### config.mk
export PLATFORM = sky130hd
export DESIGN_NAME = pmc_power_ctrl
export DESIGN_NICKNAME = d
export VERILOG_FILES = /design/src/hw/pmc_pkg.sv /design/src/hw/pmc_wake_if.sv /design/src/hw/pmc_cmp_wake.sv /design/src/hw/pmc_power_ctrl.sv /design/src/hw/pmc_rtc_route.sv
export SDC_FILE = /design/constraint.sdc
export NUM_CORES = 1
export LEC_CHECK = 0
export ABC_AREA = 1
export BUFFER_PORTS_ARGS = -buffer_cell sky130_fd_sc_hd__buf_2
export CORE_ASPECT_RATIO = 1.4
export CORE_MARGIN = 3
export CORE_UTILIZATION = 45
export CTS_CLUSTER_SIZE = 8
export DETAILED_ROUTE_END_ITERATION = 10
export PLACE_DENSITY = 0.84
export SLEW_MARGIN = 20
export SYNTH_ARGS = -nofsm -noshare
export SYNTH_HDL_FRONTEND = slang
export SYNTH_SLANG_ARGS = --single-unit
### constraint.sdc
create_clock -name clk -period 2.3 [get_ports clk]
set_clock_uncertainty 0.05 [all_clocks]
set_input_delay 0.46 -clock clk [delete_from_list [all_inputs] [get_ports clk]]
set_output_delay 0.46 -clock clk [all_outputs]
set_load 0.05 [all_outputs]
### src/hw/pmc_pkg.sv
// Summary of operation
// - active: system clock runs, core fetches, peripherals follow own settings
// - power control bit 0 enters idle; enabled interrupt or reset resumes
// - osc control bit 5 enters suspend; system clock and its peripherals stop
// - suspend ends only on wake event, external or missing clock reset
// - power control bit 1 enters stop; core, interrupts, timers, oscillator off
// - stop: digital and rtc off, analog held (analog_run is driven off here); only external/missing clock reset
// - debug halt, step or breakpoint stalls peripherals except converter, smbus
// - comparator rising, falling or either edge wakes idle or suspend
// - rtc alarm or oscillator fail raises interrupt, wake or reset per config
package pmc_pkg;

    // register byte addresses
    localparam logic [7:0] ADDR_PWR_CTRL  = 8'h00;
    localparam logic [7:0] ADDR_OSC_CTRL  = 8'h04;
    localparam logic [7:0] ADDR_WAKE_CFG  = 8'h08;
    localparam logic [7:0] ADDR_IRQ_EN    = 8'h0c;
    localparam logic [7:0] ADDR_STATUS    = 8'h10;

    // field positions
    localparam int BIT_IDLE        = 0;
    localparam int BIT_STOP        = 1;
    localparam int BIT_SUSPEND     = 5;
    localparam int BIT_ST_STALL    = 4;
    localparam int CMP_CFG_W       = 4;
    localparam int RTC_CFG_LSB     = 4;
    localparam int RTC_CFG_W       = 6;
    localparam int WAKE_CFG_W      = CMP_CFG_W + RTC_CFG_W;
    localparam int IRQ_W           = 8;
    localparam int NUM_CMP         = 2;

    // reset values
    localparam logic [WAKE_CFG_W-1:0] WAKE_CFG_RST = 10'h000;
    localparam logic [IRQ_W-1:0]      IRQ_EN_RST   = 8'h00;

    // status mode codes
    localparam logic [1:0] CODE_ACTIVE  = 2'h0;
    localparam logic [1:0] CODE_IDLE    = 2'h1;
    localparam logic [1:0] CODE_SUSPEND = 2'h2;
    localparam logic [1:0] CODE_STOP    = 2'h3;

    typedef enum logic [1:0]
    {
        MODE_ACTIVE,
        MODE_IDLE,
        MODE_SUSPEND,
        MODE_STOP
    } pmc_mode_t;

endpackage

### src/hw/pmc_wake_if.sv
`timescale 1ns/1ns
// configuration out to the wake sources and their events back
interface pmc_wake_if;
    logic [pmc_pkg::CMP_CFG_W-1:0] cmp_cfg;
    logic [pmc_pkg::RTC_CFG_W-1:0] rtc_cfg;
    logic                          rtc_active;
    logic [pmc_pkg::NUM_CMP-1:0]   cmp_wake;
    logic                          rtc_irq;
    logic                          rtc_wake;
    logic                          rtc_reset;

    modport ctrl (output cmp_cfg, output rtc_cfg, output rtc_active,
                  input cmp_wake, input rtc_irq, input rtc_wake,
                  input rtc_reset);
    modport cmp  (input cmp_cfg, output cmp_wake);
    modport rtc  (input rtc_cfg, input rtc_active, output rtc_irq,
                  output rtc_wake, output rtc_reset);
endinterface

### src/hw/pmc_cmp_wake.sv
`timescale 1ns/1ns
// comparator edge detection; cfg holds rise and fall enables per comparator
module pmc_cmp_wake
(
    input  wire logic                        clk,
    input  wire logic                        srst,
    input  wire logic [pmc_pkg::NUM_CMP-1:0] cmp_out,
    pmc_wake_if.cmp                          wk
);

    logic [pmc_pkg::NUM_CMP-1:0] prev_reg;
    logic [pmc_pkg::NUM_CMP-1:0] wake_reg;

    assign wk.cmp_wake = wake_reg;

    genvar i;
    generate
        for (i = 0; i < pmc_pkg::NUM_CMP; i++)
        begin : g_cmp
            wire rise_w = cmp_out[i] & ~prev_reg[i];
            wire fall_w = ~cmp_out[i] & prev_reg[i];
            // either edge when both enables are set
            wire hit_w  = (rise_w & wk.cmp_cfg[2*i]) |
                          (fall_w & wk.cmp_cfg[2*i+1]);

            always_ff @(posedge clk)
            begin
                if (srst)
                begin
                    prev_reg[i] <= 1'b0;
                    wake_reg[i] <= 1'b0;
                end
                else
                begin
                    prev_reg[i] <= cmp_out[i];
                    wake_reg[i] <= hit_w;
                end
            end
        end
    endgenerate

endmodule

### src/hw/pmc_power_ctrl.sv
`timescale 1ns/1ns
// power mode controller: apb registers, mode machine and gating outputs
module pmc_power_ctrl
(
    input  wire logic                        clk,
    input  wire logic                        srst,
    input  wire logic                        psel,
    input  wire logic                        penable,
    input  wire logic                        pwrite,
    input  wire logic [7:0]                  paddr,
    input  wire logic [31:0]                 pwdata,
    output logic      [31:0]                 prdata,
    output logic                             pready,
    output logic                             pslverr,
    input  wire logic [pmc_pkg::IRQ_W-1:0]   irq_req,
    input  wire logic                        ext_reset_evt,
    input  wire logic                        mcd_reset_evt,
    input  wire logic                        other_reset_evt,
    input  wire logic                        dbg_halt,
    input  wire logic [pmc_pkg::NUM_CMP-1:0] cmp_out,
    input  wire logic                        rtc_alarm,
    input  wire logic                        rtc_osc_fail,
    output logic                             cpu_fetch_en,
    output logic                             system_clock_en,
    output logic                             osc_en,
    output logic                             dig_periph_run,
    output logic                             analog_run,
    output logic                             irq_timer_en,
    output logic                             rtc_run,
    output logic                             periph_stall,
    output logic                             rtc_irq,
    output logic                             rtc_reset_req
);

    pmc_wake_if wk ();

    pmc_pkg::pmc_mode_t mode_reg;
    pmc_pkg::pmc_mode_t mode_next;

    logic [pmc_pkg::WAKE_CFG_W-1:0] wake_cfg_reg;
    logic [pmc_pkg::IRQ_W-1:0]      irq_en_reg;
    logic [31:0]                    prdata_reg;
    logic                           pready_reg;
    logic                           pslverr_reg;
    logic                           fetch_reg;
    logic                           system_clock_reg;
    logic                           osc_reg;
    logic                           dig_reg;
    logic                           ana_reg;
    logic                           irqt_reg;
    logic                           rtc_run_reg;
    logic                           stall_reg;
    logic                           rtc_irq_reg;
    logic                           rtc_rst_reg;
    logic [1:0]                     mode_code;

    pmc_cmp_wake u_cmp
    (
        .clk     (clk),
        .srst    (srst),
        .cmp_out (cmp_out),
        .wk      (wk.cmp)
    );

    pmc_rtc_route u_rtc
    (
        .clk          (clk),
        .srst         (srst),
        .rtc_alarm    (rtc_alarm),
        .rtc_osc_fail (rtc_osc_fail),
        .wk           (wk.rtc)
    );

    // configuration handed to the wake sources
    assign wk.cmp_cfg    = wake_cfg_reg[pmc_pkg::CMP_CFG_W-1:0];
    assign wk.rtc_cfg    = wake_cfg_reg[pmc_pkg::WAKE_CFG_W-1:
                                        pmc_pkg::RTC_CFG_LSB];
    assign wk.rtc_active = rtc_run_reg;

    // apb decode; one wait state so read data comes from a flop
    wire acc_w     = psel & penable;
    wire commit_w  = acc_w & pready_reg;
    wire wr_w      = commit_w & pwrite;
    wire sel_pwr   = (paddr == pmc_pkg::ADDR_PWR_CTRL);
    wire sel_osc   = (paddr == pmc_pkg::ADDR_OSC_CTRL);
    wire sel_wcfg  = (paddr == pmc_pkg::ADDR_WAKE_CFG);
    wire sel_irqen = (paddr == pmc_pkg::ADDR_IRQ_EN);
    wire sel_stat  = (paddr == pmc_pkg::ADDR_STATUS);
    wire mapped_w  = sel_pwr | sel_osc | sel_wcfg | sel_irqen | sel_stat;
    // status is read only; a write to it is refused with an error
    wire bad_w     = ~mapped_w | (pwrite & sel_stat);

    // mode requests carried by a committed write
    wire req_idle_w    = wr_w & sel_pwr & pwdata[pmc_pkg::BIT_IDLE];
    wire req_stop_w    = wr_w & sel_pwr & pwdata[pmc_pkg::BIT_STOP];
    wire req_suspend_w = wr_w & sel_osc & pwdata[pmc_pkg::BIT_SUSPEND];

    // exit causes
    wire hard_rst_w  = ext_reset_evt | mcd_reset_evt;
    wire any_rst_w   = hard_rst_w | other_reset_evt | wk.rtc_reset;
    wire en_irq_w    = (|(irq_req & irq_en_reg)) | wk.rtc_irq;
    wire cmp_wake_w  = |wk.cmp_wake;
    wire susp_wake_w = cmp_wake_w | wk.rtc_wake;

    // mode machine
    always_comb
    begin
        mode_next = mode_reg;
        case (mode_reg)
            pmc_pkg::MODE_ACTIVE:
            begin
                if (req_stop_w)
                    mode_next = pmc_pkg::MODE_STOP;
                else if (req_idle_w)
                    mode_next = pmc_pkg::MODE_IDLE;
                else if (req_suspend_w)
                    mode_next = pmc_pkg::MODE_SUSPEND;
            end
            pmc_pkg::MODE_IDLE:
            begin
                if (en_irq_w | cmp_wake_w | any_rst_w)
                    mode_next = pmc_pkg::MODE_ACTIVE;
            end
            pmc_pkg::MODE_SUSPEND:
            begin
                if (susp_wake_w | hard_rst_w)
                    mode_next = pmc_pkg::MODE_ACTIVE;
            end
            pmc_pkg::MODE_STOP:
            begin
                if (hard_rst_w)
                    mode_next = pmc_pkg::MODE_ACTIVE;
            end
            default:
                mode_next = pmc_pkg::MODE_ACTIVE;
        endcase
    end

    // gating per mode, registered so each output leaves a flop
    wire n_act  = (mode_next == pmc_pkg::MODE_ACTIVE);
    wire n_idle = (mode_next == pmc_pkg::MODE_IDLE);
    wire n_stop = (mode_next == pmc_pkg::MODE_STOP);
    wire n_susp = (mode_next == pmc_pkg::MODE_SUSPEND);

    always_ff @(posedge clk)
    begin
        if (srst)
        begin
            mode_reg    <= pmc_pkg::MODE_ACTIVE;
            fetch_reg   <= 1'b1;
            system_clock_reg  <= 1'b1;
            osc_reg     <= 1'b1;
            dig_reg     <= 1'b1;
            ana_reg     <= 1'b1;
            irqt_reg    <= 1'b1;
            rtc_run_reg <= 1'b1;
        end
        else
        begin
            mode_reg    <= mode_next;
            fetch_reg   <= n_act;
            system_clock_reg  <= n_act | n_idle;
            osc_reg     <= ~n_stop;
            dig_reg     <= n_act | n_idle;
            ana_reg     <= ~(n_susp | n_stop);
            irqt_reg    <= ~n_stop;
            rtc_run_reg <= ~n_stop;
        end
    end

    // debug stall; converter and smbus take no stall input at all
    // rtc events forwarded as one-cycle pulses
    always_ff @(posedge clk)
    begin
        if (srst)
        begin
            stall_reg   <= 1'b0;
            rtc_irq_reg <= 1'b0;
            rtc_rst_reg <= 1'b0;
        end
        else
        begin
            stall_reg   <= dbg_halt;
            rtc_irq_reg <= wk.rtc_irq;
            rtc_rst_reg <= wk.rtc_reset;
        end
    end

    // software configuration
    always_ff @(posedge clk)
    begin
        if (srst)
        begin
            wake_cfg_reg <= pmc_pkg::WAKE_CFG_RST;
            irq_en_reg   <= pmc_pkg::IRQ_EN_RST;
        end
        else
        begin
            if (wr_w & sel_wcfg)
                wake_cfg_reg <= pwdata[pmc_pkg::WAKE_CFG_W-1:0];
            if (wr_w & sel_irqen)
                irq_en_reg <= pwdata[pmc_pkg::IRQ_W-1:0];
        end
    end

    // mode code for software
    always_comb
    begin
        case (mode_reg)
            pmc_pkg::MODE_IDLE:    mode_code = pmc_pkg::CODE_IDLE;
            pmc_pkg::MODE_SUSPEND: mode_code = pmc_pkg::CODE_SUSPEND;
            pmc_pkg::MODE_STOP:    mode_code = pmc_pkg::CODE_STOP;
            default:               mode_code = pmc_pkg::CODE_ACTIVE;
        endcase
    end

    // read mux; mode bits read back as set while the mode holds
    wire [31:0] rd_pwr  = {30'h0, mode_code == pmc_pkg::CODE_STOP,
                           mode_code == pmc_pkg::CODE_IDLE};
    wire [31:0] rd_osc  = {26'h0, mode_code == pmc_pkg::CODE_SUSPEND,
                           5'h00};
    wire [31:0] rd_wcfg = {22'h0, wake_cfg_reg};
    wire [31:0] rd_irq  = {24'h0, irq_en_reg};
    wire [31:0] rd_stat = {27'h0, stall_reg, 2'h0, mode_code};
    wire [31:0] rd_w    = sel_pwr   ? rd_pwr  :
                          sel_osc   ? rd_osc  :
                          sel_wcfg  ? rd_wcfg :
                          sel_irqen ? rd_irq  :
                          sel_stat  ? rd_stat : 32'h0;

    // apb answer: pready rises in the second access cycle for one cycle
    always_ff @(posedge clk)
    begin
        if (srst)
        begin
            pready_reg  <= 1'b0;
            pslverr_reg <= 1'b0;
            prdata_reg  <= 32'h0;
        end
        else
        begin
            pready_reg  <= acc_w & ~pready_reg;
            pslverr_reg <= acc_w & ~pready_reg & bad_w;
            if (acc_w & ~pready_reg & ~pwrite)
                prdata_reg <= rd_w;
        end
    end

    assign prdata          = prdata_reg;
    assign pready          = pready_reg;
    assign pslverr         = pslverr_reg;
    assign cpu_fetch_en    = fetch_reg;
    assign system_clock_en = system_clock_reg;
    assign osc_en          = osc_reg;
    assign dig_periph_run  = dig_reg;
    assign analog_run      = ana_reg;
    assign irq_timer_en    = irqt_reg;
    assign rtc_run         = rtc_run_reg;
    assign periph_stall    = stall_reg;
    assign rtc_irq         = rtc_irq_reg;
    assign rtc_reset_req   = rtc_rst_reg;

endmodule

### src/hw/pmc_rtc_route.sv
`timescale 1ns/1ns
// routes rtc alarm and oscillator fail to irq, wake or reset actions
module pmc_rtc_route
(
    input  wire logic clk,
    input  wire logic srst,
    input  wire logic rtc_alarm,
    input  wire logic rtc_osc_fail,
    pmc_wake_if.rtc   wk
);

    logic alarm_prev_reg;
    logic fail_prev_reg;
    logic irq_reg;
    logic wake_reg;
    logic rst_reg;

    // cfg: [0] alarm irq [1] alarm wake [2] alarm reset, [5:3] same for fail
    // rtc is dead in stop, so its events are masked there
    wire alarm_w = rtc_alarm & ~alarm_prev_reg & wk.rtc_active;
    wire fail_w  = rtc_osc_fail & ~fail_prev_reg & wk.rtc_active;

    wire irq_w  = (alarm_w & wk.rtc_cfg[0]) | (fail_w & wk.rtc_cfg[3]);
    wire wake_w = (alarm_w & wk.rtc_cfg[1]) | (fail_w & wk.rtc_cfg[4]);
    wire rst_w  = (alarm_w & wk.rtc_cfg[2]) | (fail_w & wk.rtc_cfg[5]);

    assign wk.rtc_irq   = irq_reg;
    assign wk.rtc_wake  = wake_reg;
    assign wk.rtc_reset = rst_reg;

    // one-cycle event pulses on rising edges
    always_ff @(posedge clk)
    begin
        if (srst)
        begin
            alarm_prev_reg <= 1'b0;
            fail_prev_reg  <= 1'b0;
            irq_reg        <= 1'b0;
            wake_reg       <= 1'b0;
            rst_reg        <= 1'b0;
        end
        else
        begin
            alarm_prev_reg <= rtc_alarm;
            fail_prev_reg  <= rtc_osc_fail;
            irq_reg        <= irq_w;
            wake_reg       <= wake_w;
            rst_reg        <= rst_w;
        end
    end

endmodule

==> impl_metrics.py, run 1 <==
metrics = {
    "run_status": {
        "run_status": "finished clean",
    },
    "finish": {
        "layout-drive-gt1-share_pct": 25.7,
        "filler_cell_count": 480,
        "areaGrowthSynthToFinish_pct": 15.0,
        "n_antenna_cell": 0,
        "final_nets": 430,
        "final_cell_area_mm2": 0.00266,
        "multi_input_area_mm2": 0.00108,
        "sequential_cell_area_um2": 961,
    },
    "logic_synthesis": {
        "post_synth_instance_area_mm2": 0.00231,
        "ys_types": 34,
        "syn_inst": 310,
        "yosysWarnings": 0,
        "ys_seq_area_share_pct": 41.6,
        "avgSynthCellArea_um2": 7.45,
        "postSynthRegisterBits": 48,
    },
    "detailed_routing": {
        "dr.first_iter.drc_count": 95,
        "detail_route.wirelength_um": 5320,
        "detail-route-antenna-nets": 0,
        "via_per_inst": 4.86,
        "first_pass_iters": 7,
        "wire_per_inst_um": 12.3,
        "drc_errors": 0,
        "routed-via-count": 2108,
    },
    "setup_path": {
        "setup.worst_path.start": "paddr[7]",
        "crit_path_max_fanout": 17,
        "worst_ep_arrival_time_ns": 1.74,
        "startpoint_of_the_lowest_slack_register_to_register_path": "pready$_SDFF_PP0_",
        "path_class": "input pin to register",
        "required_ns": 2.45,
        "setup.worst_path.end_class": "register",
        "setup.worst_path.start_class": "input pin",
    },
    "timing": {
        "fin_tns_setup_ns": 0,
        "postLayoutSetupSlackWorst_ns": 0.712,
        "rsz0062_at_grt": "false",
        "timing.hold.ws_ns": 0.307,
        "drv_slew": 0,
        "fin_crit_sh_pct": 69.1,
        "worstMarginPinSlew_ns": 0.620,
        "final_hold_viol_count": 0,
        "final-setup-viol-count": 0,
        "maximum_clock_frequency_ghz": 0.630,
        "slew_margin_rel_pct": 58.6,
        "final.min_clock_period_ns": 1.59,
    },
    "grt": {
        "grt_remaining_overflow": 0,
        "grt_start_max_net_pins": 24,
        "grt_pass1_wl_um": 8530,
        "grt_pass1_vias": 1903,
        "grt_antenna_before_repair": 0,
        "grt_usage_pct": 18.3,
    },
    "die": {
        "floorplan.die.height_um": 90.8,
        "dieWidth_um": 66.6,
        "starting_density_pct": 47.0,
        "die_area_mm2": 0.00604,
        "design.portCount": 105,
        "floorplan.core_area_mm2": 0.00492,
        "placement_row_count": 30,
    },
    "cts": {
        "tritoncts_num_sinks": 48,
        "clk_transition_reported_paths_ns": 0.09,
        "ctsRootBufferMaster": "sky130_fd_sc_hd__clkbuf_8",
        "cts_tree": "built",
        "numCtsBuffers": 5,
        "post_cts_resized": 0,
        "worstSkewPairLatency_ns": 0.30,
        "post-cts-setup-buffers": 0,
        "clock_path_buffers": 2,
        "htreeDepth": 2,
        "cts_hold_buffers": 0,
    },
    "placement": {
        "place.port_buffers": 60,
        "post-place-ws_ns": 0.397,
        "dp.final_hpwl_um": 4110,
        "placement.cell_area_mm2": 0.00256,
        "gp_routability_congestion": 0.915,
    },
    "run": {
        "max-cap-violations": 0,
    },
    "pwr": {
        "p_per_area_mw_per_mm2": 592,
        "vdd.ir_drop.worst_mv": 0.264,
        "leakage_nw": 1.27,
    },
    "hold_path": {
        "timing.hold.worst.start": "dbg_halt",
        "min-delay-path-class": "input pin to register",
    },
}
==> power by group <==
group          total [mW]  internal, mW  switching, mW
Sequential          0.843         0.839        0.00396
Combinational       0.205        0.0441          0.161
Clock               0.523         0.245          0.279
Total                1.57          1.13          0.444
==> stage by stage <==
step / instances / power [mW] / util, %
finish: 434 / 1.57 / 54.0
global route: 434 / 1.62 / 54.0
CTS: 434 / 1.58 / 54.0
detailed placement: 426 / 1.07 / 52.1
global placement: 426 / 1.07 / 52.1
floorplan: 331 / 1.04 / -
==> kinds of logic after synthesis <==
kind of cell	share of synthesized area (%)
DFF	41.6
AOI/OAI and AO/OA	12.8
buffers and inverters	15.0
other	0.162
and+or+nand+nor	30.4
==> critical path, cell delays in order <==
cell and delay [ns]:
sky130_fd_sc_hd__buf_2 0.10, sky130_fd_sc_hd__nor2_2 0.16, sky130_fd_sc_hd__nand2_4 0.10, sky130_fd_sc_hd__inv_2 0.11, sky130_fd_sc_hd__nand2_2 0.09, sky130_fd_sc_hd__nor2_4 0.32, sky130_fd_sc_hd__inv_1 0.16, sky130_fd_sc_hd__o21ai_0 0.17
sky130_fd_sc_hd__a21oi_1 0.06
==> layout make-up <==
| cell class | count | area share, % |
|---|---|---|
| clock buffer | 7 | 3.25 |
| clock inverter | 1 | 0.283 |
| inverter | 33 | 4.67 |
| multi-input combinational | 219 | 40.7 |
| sequential | 48 | 36.2 |
| tap | 64 | 3.02 |
| timing repair buffer | 62 | 11.9 |
==> cell usage in the layout, fill, tap and decap left out, types with 3 or more instances in the layout <==
| cell type | instances |
|---|---|
| sky130_fd_sc_hd__conb_1 | 22 |
| sky130_fd_sc_hd__nor2_1 | 26 |
| sky130_fd_sc_hd__nand2_1 | 72 |
| sky130_fd_sc_hd__nor2_4 | 4 |
| sky130_fd_sc_hd__buf_2 | 60 |
| sky130_fd_sc_hd__o21ai_1 | 3 |
| sky130_fd_sc_hd__a21oi_1 | 27 |
| sky130_fd_sc_hd__inv_1 | 28 |
| sky130_fd_sc_hd__nor3_1 | 6 |
| sky130_fd_sc_hd__nand3_1 | 15 |
| sky130_fd_sc_hd__nand2_2 | 4 |
| sky130_fd_sc_hd__inv_2 | 4 |
| sky130_fd_sc_hd__dfxtp_1 | 48 |
| sky130_fd_sc_hd__clkbuf_8 | 6 |
| sky130_fd_sc_hd__nor2_2 | 3 |
| sky130_fd_sc_hd__o21ai_0 | 19 |
==> per-layer routing <==
layer  routed length, um  track usage [%]
met1                2100             21.8
met2                2810             31.7
met3                 336             2.74
met4                  81             7.46
met5                   0                0
==> Yosys cell counts (all sizes together) <==
library cell,n,area (um^2)
inv,32,120
nor4,3,55.1
conb,1,3.75
nand4,1,6.26
a211oi,3,27.5
nor2,33,161
a21oi,28,144
o211ai,1,7.51
and3,1,6.26
nand2,78,318
nor3,8,56.3
clkinv,1,3.75
buf,28,211
dfxtp,48,961
or2,1,6.26
clkbuf,3,11.3
nand3b,1,7.51
o21ai,22,110
nand3,16,85.1
o31ai,1,7.51
==> final timing paths <==
kind,end,slack [ns],cells after the start
worst max-delay path,wake_cfg_reg[5]$_SDFFE_PP0P_,0.71,9
worst min-delay path,periph_stall$_SDFF_PP0_,0.31,3
worst max register to register,wake_cfg_reg[5]$_SDFFE_PP0P_,0.76,7
worst min register to register,rtc_irq$_SDFF_PP0_,0.38,2
(Power assumes the default switching activity.)
==> run 2, diff against run 1 <==
- ABC_AREA: 1 -> 0
- PLACE_DENSITY: 0.84 -> 0.85
- clock period: 2.3 -> 1.65 ns (I/O delays scaled with it)
==> run 2 against run 1 <==
Effect of this change:
- the run now ends with setup timing left
- worst setup slack got worse by 0.80 ns
- critical path depth fell by 5
- power up 40%
- combinational power grew 55%
- register-to-register slack worse by 0.85 ns
- via count fell by 9.0%
- critical path type is now register to register
==> impl_metrics.py, run 2 <==
metrics = {
    "timing": {
        "final.min_clock_period_ns": 1.74,
        "fin_crit_sh_pct": 105,
        "final_hold_viol_count": 0,
        "maximum_clock_frequency_ghz": 0.576,
        "drv_slew": 0,
        "fin_tns_setup_ns": -0.388,
        "rsz0062_at_grt": "true",
        "postLayoutSetupSlackWorst_ns": -0.0870,
        "final-setup-viol-count": 6,
    },
    "logic_synthesis": {
        "asyncSetResetFlopFracSynth_pct": 0,
        "syn_inst": 231,
        "postSynthRegisterBits": 48,
        "synth_top_cells_by_area": "sky130_fd_sc_hd__dfxtp_1 (44%), sky130_fd_sc_hd__mux2i_1 (9.6%), sky130_fd_sc_hd__buf_4 (8.9%)",
        "ys_dominant_reg_cell": "sky130_fd_sc_hd__dfxtp_1",
        "synth_top_cells_by_count": "sky130_fd_sc_hd__dfxtp_1 (48), sky130_fd_sc_hd__nor2_1 (33), sky130_fd_sc_hd__buf_4 (26)",
        "post_synth_instance_area_mm2": 0.00219,
        "synth.largest_area_cell": "sky130_fd_sc_hd__dfxtp_1",
        "avgSynthCellArea_um2": 9.48,
        "ys_seq_area_share_pct": 43.9,
        "yosysWarnings": 0,
        "count_of_flip_flops_with_a_built_in_enable_after_synthesis": 0,
        "yosysMostFrequentCell": "sky130_fd_sc_hd__dfxtp_1",
        "ys_types": 41,
        "synth_top_area_share_pct": 43.9,
    },
    "setup_path": {
        "crit_path_max_fanout": 3,
        "setup.worst_path.end_class": "register",
        "worst_ep_arrival_time_ns": 1.87,
        "setup.worst_path.start_class": "register",
        "path_class": "register to register",
        "required_ns": 1.78,
    },
    "die": {
        "design.portCount": 105,
        "die_area_mm2": 0.00575,
        "starting_density_pct": 47.5,
        "floorplan.core_area_mm2": 0.00461,
        "floorplan.die.height_um": 88.6,
        "dieWidth_um": 65.0,
        "placement_row_count": 29,
    },
    "hold_path": {
        "min-delay-path-class": "input pin to register",
    },
    "pwr": {
        "p_per_area_mw_per_mm2": 789,
        "leakage_nw": 1.27,
        "vdd.ir_drop.worst_mv": 0.660,
    },
    "grt": {
        "met3_usage_pct": 5.21,
        "grt_remaining_overflow": 0,
        "grt.busiest_layer": "met2",
        "grtUsageMet2_pct": 34.7,
        "grt_usage_pct": 19.1,
        "grt_antenna_before_repair": 0,
        "grt_pass1_vias": 1787,
        "grt_pass1_wl_um": 8380,
        "grtUsageMet1_pct": 21.5,
        "grt_start_max_net_pins": 45,
    },
    "placement": {
        "placement.cell_area_mm2": 0.00261,
        "place.port_buffers": 60,
        "gp_routability_congestion": 0.839,
        "dp.cells": 363,
        "dp.final_hpwl_um": 3990,
    },
    "finish": {
        "areaGrowthSynthToFinish_pct": 27.7,
        "final-instance-count-excl-fill": 372,
        "multi_input_area_mm2": 0.00116,
        "sequential_cell_area_um2": 965,
        "filler_cell_count": 413,
        "final_cell_area_mm2": 0.00280,
        "final_nets": 370,
        "n_antenna_cell": 0,
        "layout.cells.most_common_list": "sky130_fd_sc_hd__buf_2 (59), sky130_fd_sc_hd__dfxtp_1 (45), sky130_fd_sc_hd__nor2_1 (33)",
        "layout.cells.most_common": "sky130_fd_sc_hd__buf_2",
        "layout-drive-gt1-share_pct": 36.1,
    },
    "cts": {
        "cts_tree": "built",
        "htreeDepth": 2,
        "post-cts-setup-buffers": 0,
        "clock_path_buffers": 2,
        "tritoncts_num_sinks": 48,
        "numCtsBuffers": 5,
        "worstSkewPairLatency_ns": 0.30,
        "clk_transition_reported_paths_ns": 0.09,
        "cts_hold_buffers": 0,
        "ctsRootBufferMaster": "sky130_fd_sc_hd__clkbuf_8",
    },
    "run_status": {
        "run_status": "complete, but fails checks",
        "failed_checks": "setup timing",
    },
    "detailed_routing": {
        "drc_errors": 0,
        "first_pass_iters": 4,
        "via_per_inst": 5.16,
        "detail_route.wirelength_um": 5330,
        "dr.first_iter.drc_count": 82,
        "routed-via-count": 1919,
        "wire_per_inst_um": 14.3,
        "detail-route-antenna-nets": 0,
    },
    "run": {
        "max-cap-violations": 0,
    },
}
-- run 2: cell types whose count changed in the layout (fill, tap and decap cells not counted), sizes merged, moves of 21 or more --
cell | previous run | this run
nand2 | 78 | 8
a21oi | 28 | 5
inv | 32 | 2
buf | 62 | 85
mux2i | 0 | 21
o21ai | 22 | 1
-- run 2: timing repair --
| item | 4_1_cts | 5_1_grt |
|---|---|---|
| resized for setup | 10 | 6 |
| endpoints found under the setup margin | 25 | 30 |
| pin swaps | 4 | 7 |
| gates cloned | 1 | 0 |
-- run 2: where the power goes --
| part | switching (mW) | total (mW) | internal, mW |
|---|---|---|---|
| Sequential | 0.00425 | 1.17 | 1.17 |
| Combinational | 0.227 | 0.318 | 0.0911 |
| Clock | 0.374 | 0.716 | 0.342 |
-- run 2: path summary, 6_finish.rpt --
kind / startpoint / endpoint / slack, ns / depth (start not counted)
setup / recovery: mode_reg[0]$_SDFF_PP0_ / rtc_run$_SDFF_PP1_ / -0.09 / 4
hold / removal: dbg_halt / periph_stall$_SDFF_PP0_ / 0.18 / 2
setup reg to reg: mode_reg[0]$_SDFF_PP0_ / rtc_run$_SDFF_PP1_ / -0.09 / 4
hold reg to reg: prdata[4]$_SDFFE_PP0P_ / prdata[4]$_SDFFE_PP0P_ / 0.41 / 2
-- run 2: critical path: stages (launching register included) --
cell and delay [ns]:
sky130_fd_sc_hd__dfxtp_2 0.33, sky130_fd_sc_hd__or3_1 0.34, sky130_fd_sc_hd__or4_4 0.58, sky130_fd_sc_hd__nor4_4 0.24, sky130_fd_sc_hd__o31ai_1 0.09
-- run 2: per-stage QoR --
step                total power, mW  hold slack (ns)  worst slack (ns)  util (%)
global route                   2.30            0.188            -0.169      60.7
global placement               1.50            0.395            -0.377      56.7
CTS                            2.22            0.172           -0.0826      60.0
finish                         2.21            0.180           -0.0870      60.7
detailed placement             1.50            0.398            -0.421      56.7
floorplan                      1.44            0.389            -0.332         -
-- run 2: cell families (layout without fill, tap and decap cells) --
group                  after synthesis  count (layout)  synth area share (%)
and+or+nand+nor                     86              87                  21.7
DFF                                 48              48                  43.9
AOI/OAI and AO/OA                   32              32                  10.8
buffers and inverters               38              95                  11.3
other                                1              22                 0.171
muxes                               26              26                  12.2
-- run 2: cell type report --
type | count | share of cell area, %
inverters | 2 | 0.268
well taps | 62 | 2.77
multi-input cells | 167 | 41.3
flip-flops and latches | 48 | 34.5
clock buffers | 8 | 3.22
repair buffers | 85 | 17.9
-- run 2: routing by layer --
metal	share of wire (%)	wire, um
met4	1.9	102
met1	39	2080
met5	0	0
met3	7.1	380
met2	52	2760
==> run 3, diff against run 2 <==
- BUFFER_PORTS_ARGS: -buffer_cell sky130_fd_sc_hd__buf_2 -> default
- CAP_MARGIN: default -> 25
- DONT_BUFFER_PORTS: default -> 1
- PLACE_DENSITY: 0.85 -> 0.67
==> run 3 against run 2 <==
Effect of this change:
- the flow still finishes with violations (setup timing)
- clock power up 61%
- first-iteration DRC count down 34%
- non-clock buffer count down 66
- cell area down 9.8%
- utilization down 5.9 points
- critical endpoint is now wake_cfg_reg[7]$_SDFFE_PP0P_
- flip-flop and latch count unchanged
- worst setup slack worse by 0.029 ns
==> impl_metrics.py, run 3 (synthesized netlist as in run 2, its figures left out) <==
metrics = {
    "finish": {
        "layout.cells.most_common": "sky130_fd_sc_hd__dfxtp_1",
        "layout.cells.most_common_list": "sky130_fd_sc_hd__dfxtp_1 (46), sky130_fd_sc_hd__nor2_1 (33), sky130_fd_sc_hd__conb_1 (22)",
        "multi_input_area_mm2": 0.00116,
        "final_nets": 304,
        "areaGrowthSynthToFinish_pct": 15.2,
        "final_cell_area_mm2": 0.00252,
        "filler_cell_count": 427,
        "sequential_cell_area_um2": 966,
        "n_antenna_cell": 0,
        "layout-drive-gt1-share_pct": 19.3,
    },
    "setup_path": {
        "setup.worst_path.end_class": "register",
        "worst_ep_arrival_time_ns": 1.90,
        "crit_path_max_fanout": 5,
        "setup.worst_path.start_class": "register",
        "worst-r2r-cell-count": 5,
        "startpoint_of_the_lowest_slack_register_to_register_path": "pready$_SDFF_PP0_",
        "reg2reg_setup_slack_ns": -0.12,
        "worst_r2r_endpoint": "wake_cfg_reg[7]$_SDFFE_PP0P_",
        "required_ns": 1.79,
        "path_class": "register to register",
    },
    "hold_path": {
        "min-delay-path-class": "input pin to register",
        "whs_endpoint": "periph_stall$_SDFF_PP0_",
        "timing.hold.worst.start": "srst",
        "min_delay_path_depth": 1,
    },
    "pwr": {
        "total_power_mw": 2.53,
        "p_per_area_mw_per_mm2": 1000,
        "vdd.ir_drop.worst_mv": 0.758,
        "leakage_nw": 1.02,
    },
    "cts": {
        "numCtsBuffers": 5,
        "tritoncts_num_sinks": 48,
        "cts_hold_buffers": 0,
        "clk_transition_reported_paths_ns": 0.09,
        "cts_tree": "built",
        "htreeDepth": 2,
        "clock_path_buffers": 2,
        "worstSkewPairLatency_ns": 0.29,
        "ctsRootBufferMaster": "sky130_fd_sc_hd__clkbuf_8",
    },
    "timing": {
        "timing.hold.ws_ns": 0.0493,
        "worstMarginPinSlew_ns": 0.521,
        "postLayoutSetupSlackWorst_ns": -0.116,
        "rsz0062_at_grt": "true",
        "final.min_clock_period_ns": 1.77,
        "fin_crit_sh_pct": 107,
        "final-setup-viol-count": 23,
        "drv_slew": 0,
        "final_hold_viol_count": 0,
        "maximum_clock_frequency_ghz": 0.566,
        "slew_margin_rel_pct": 65.2,
    },
    "detailed_routing": {
        "detail-route-antenna-nets": 0,
        "dr.first_iter.drc_count": 54,
        "via_per_inst": 5.45,
        "first_pass_iters": 4,
        "wire_per_inst_um": 17.2,
        "detail_route.wirelength_um": 5260,
        "drc_errors": 0,
        "routed-via-count": 1668,
    },
    "grt": {
        "grt_remaining_overflow": 0,
        "grt_pass1_wl_um": 7760,
        "grt_pass1_vias": 1575,
        "grt_start_max_net_pins": 47,
        "grt_usage_pct": 17.8,
        "grt_antenna_before_repair": 0,
    },
    "placement": {
        "gp_routability_congestion": 0.815,
        "dp.final_hpwl_um": 3560,
        "post-place-ws_ns": -0.335,
        "place.port_buffers": 0,
        "placement.cell_area_mm2": 0.00226,
    },
    "die": {
        "starting_density_pct": 47.5,
        "floorplan.die.height_um": 88.6,
        "die_area_mm2": 0.00575,
        "floorplan.core_area_mm2": 0.00461,
        "placement_row_count": 29,
        "design.portCount": 105,
        "dieWidth_um": 65.0,
    },
    "run": {
        "max-cap-violations": 0,
    },
    "run_status": {
        "failed_checks": "setup timing",
        "run_status": "complete, but fails checks",
    },
}
[run 3: cell count changes in the layout (fill, tap and decap cells not counted), sizes merged]
| cell | delta |
|---|---|
| buf | -66 |
| bufinv | +3 |
| clkbuf | -3 |
[run 3: worst max-delay path by stage]
stage                            from                           end
finish              pready$_SDFF_PP0_  wake_cfg_reg[7]$_SDFFE_PP0P_
global route        pready$_SDFF_PP0_  wake_cfg_reg[7]$_SDFFE_PP0P_
CTS                 pready$_SDFF_PP0_    irq_en_reg[0]$_SDFFE_PP0P_
detailed placement           paddr[7]  wake_cfg_reg[7]$_SDFFE_PP0P_
global placement             paddr[7]        prdata[9]$_SDFFE_PP0P_
floorplan                    paddr[7]  wake_cfg_reg[9]$_SDFFE_PP0P_
[run 3: routing by layer]
layer  part of all wire [%]  wire (um)  vias up  GRT usage [%]
li1                       -          -      808              -
met1                     40       2080      780           19.8
met2                     50       2630       64           31.4
met3                    7.5        395       16           5.97
met4                    2.9        150        0           6.92
met5                      0          0        -              0
[run 3: report_power, final]
group | total [mW] | internal, mW | switching, mW
Combinational | 0.189 | 0.0414 | 0.148
Clock | 1.15 | 0.757 | 0.392
Sequential | 1.19 | 1.17 | 0.0197
Total | 2.53 | 1.97 | 0.560
[run 3: layout make-up]
cell class                 instances  area share (%)
timing repair buffer              19            6.25
tap                               62            3.07
clock inverter                     3            3.57
inverter                           2           0.297
sequential                        48            38.3
clock buffer                       5            2.73
multi-input combinational        167            45.8
[run 3: stage by stage]
stage               util, %  setup TNS, ns  std cells
CTS                    54.0          -2.02        306
floorplan                 -          -8.12        252
detailed placement     49.0          -7.67        296
global route           54.8          -2.98        306
finish                 54.8          -1.31        306
global placement       49.0          -7.94        296
[run 3: repair_timing]
action / 4_1_cts / 5_1_grt
hold endpoints to repair: 0 / 0
setup buffers: 1 / 0
cloned: 1 / 0
endpoints found under the setup margin: 31 / 33
pin swaps: 5 / 7
gates resized for setup: 10 / 7
[run 3: critical path, cell delays in order (launching register included)]
cell	delay, ns
sky130_fd_sc_hd__dfxtp_4	0.45
sky130_fd_sc_hd__nand4_1	0.19
sky130_fd_sc_hd__buf_4	0.21
sky130_fd_sc_hd__or4_4	0.50
sky130_fd_sc_hd__mux2i_1	0.19
sky130_fd_sc_hd__nor2_1	0.07
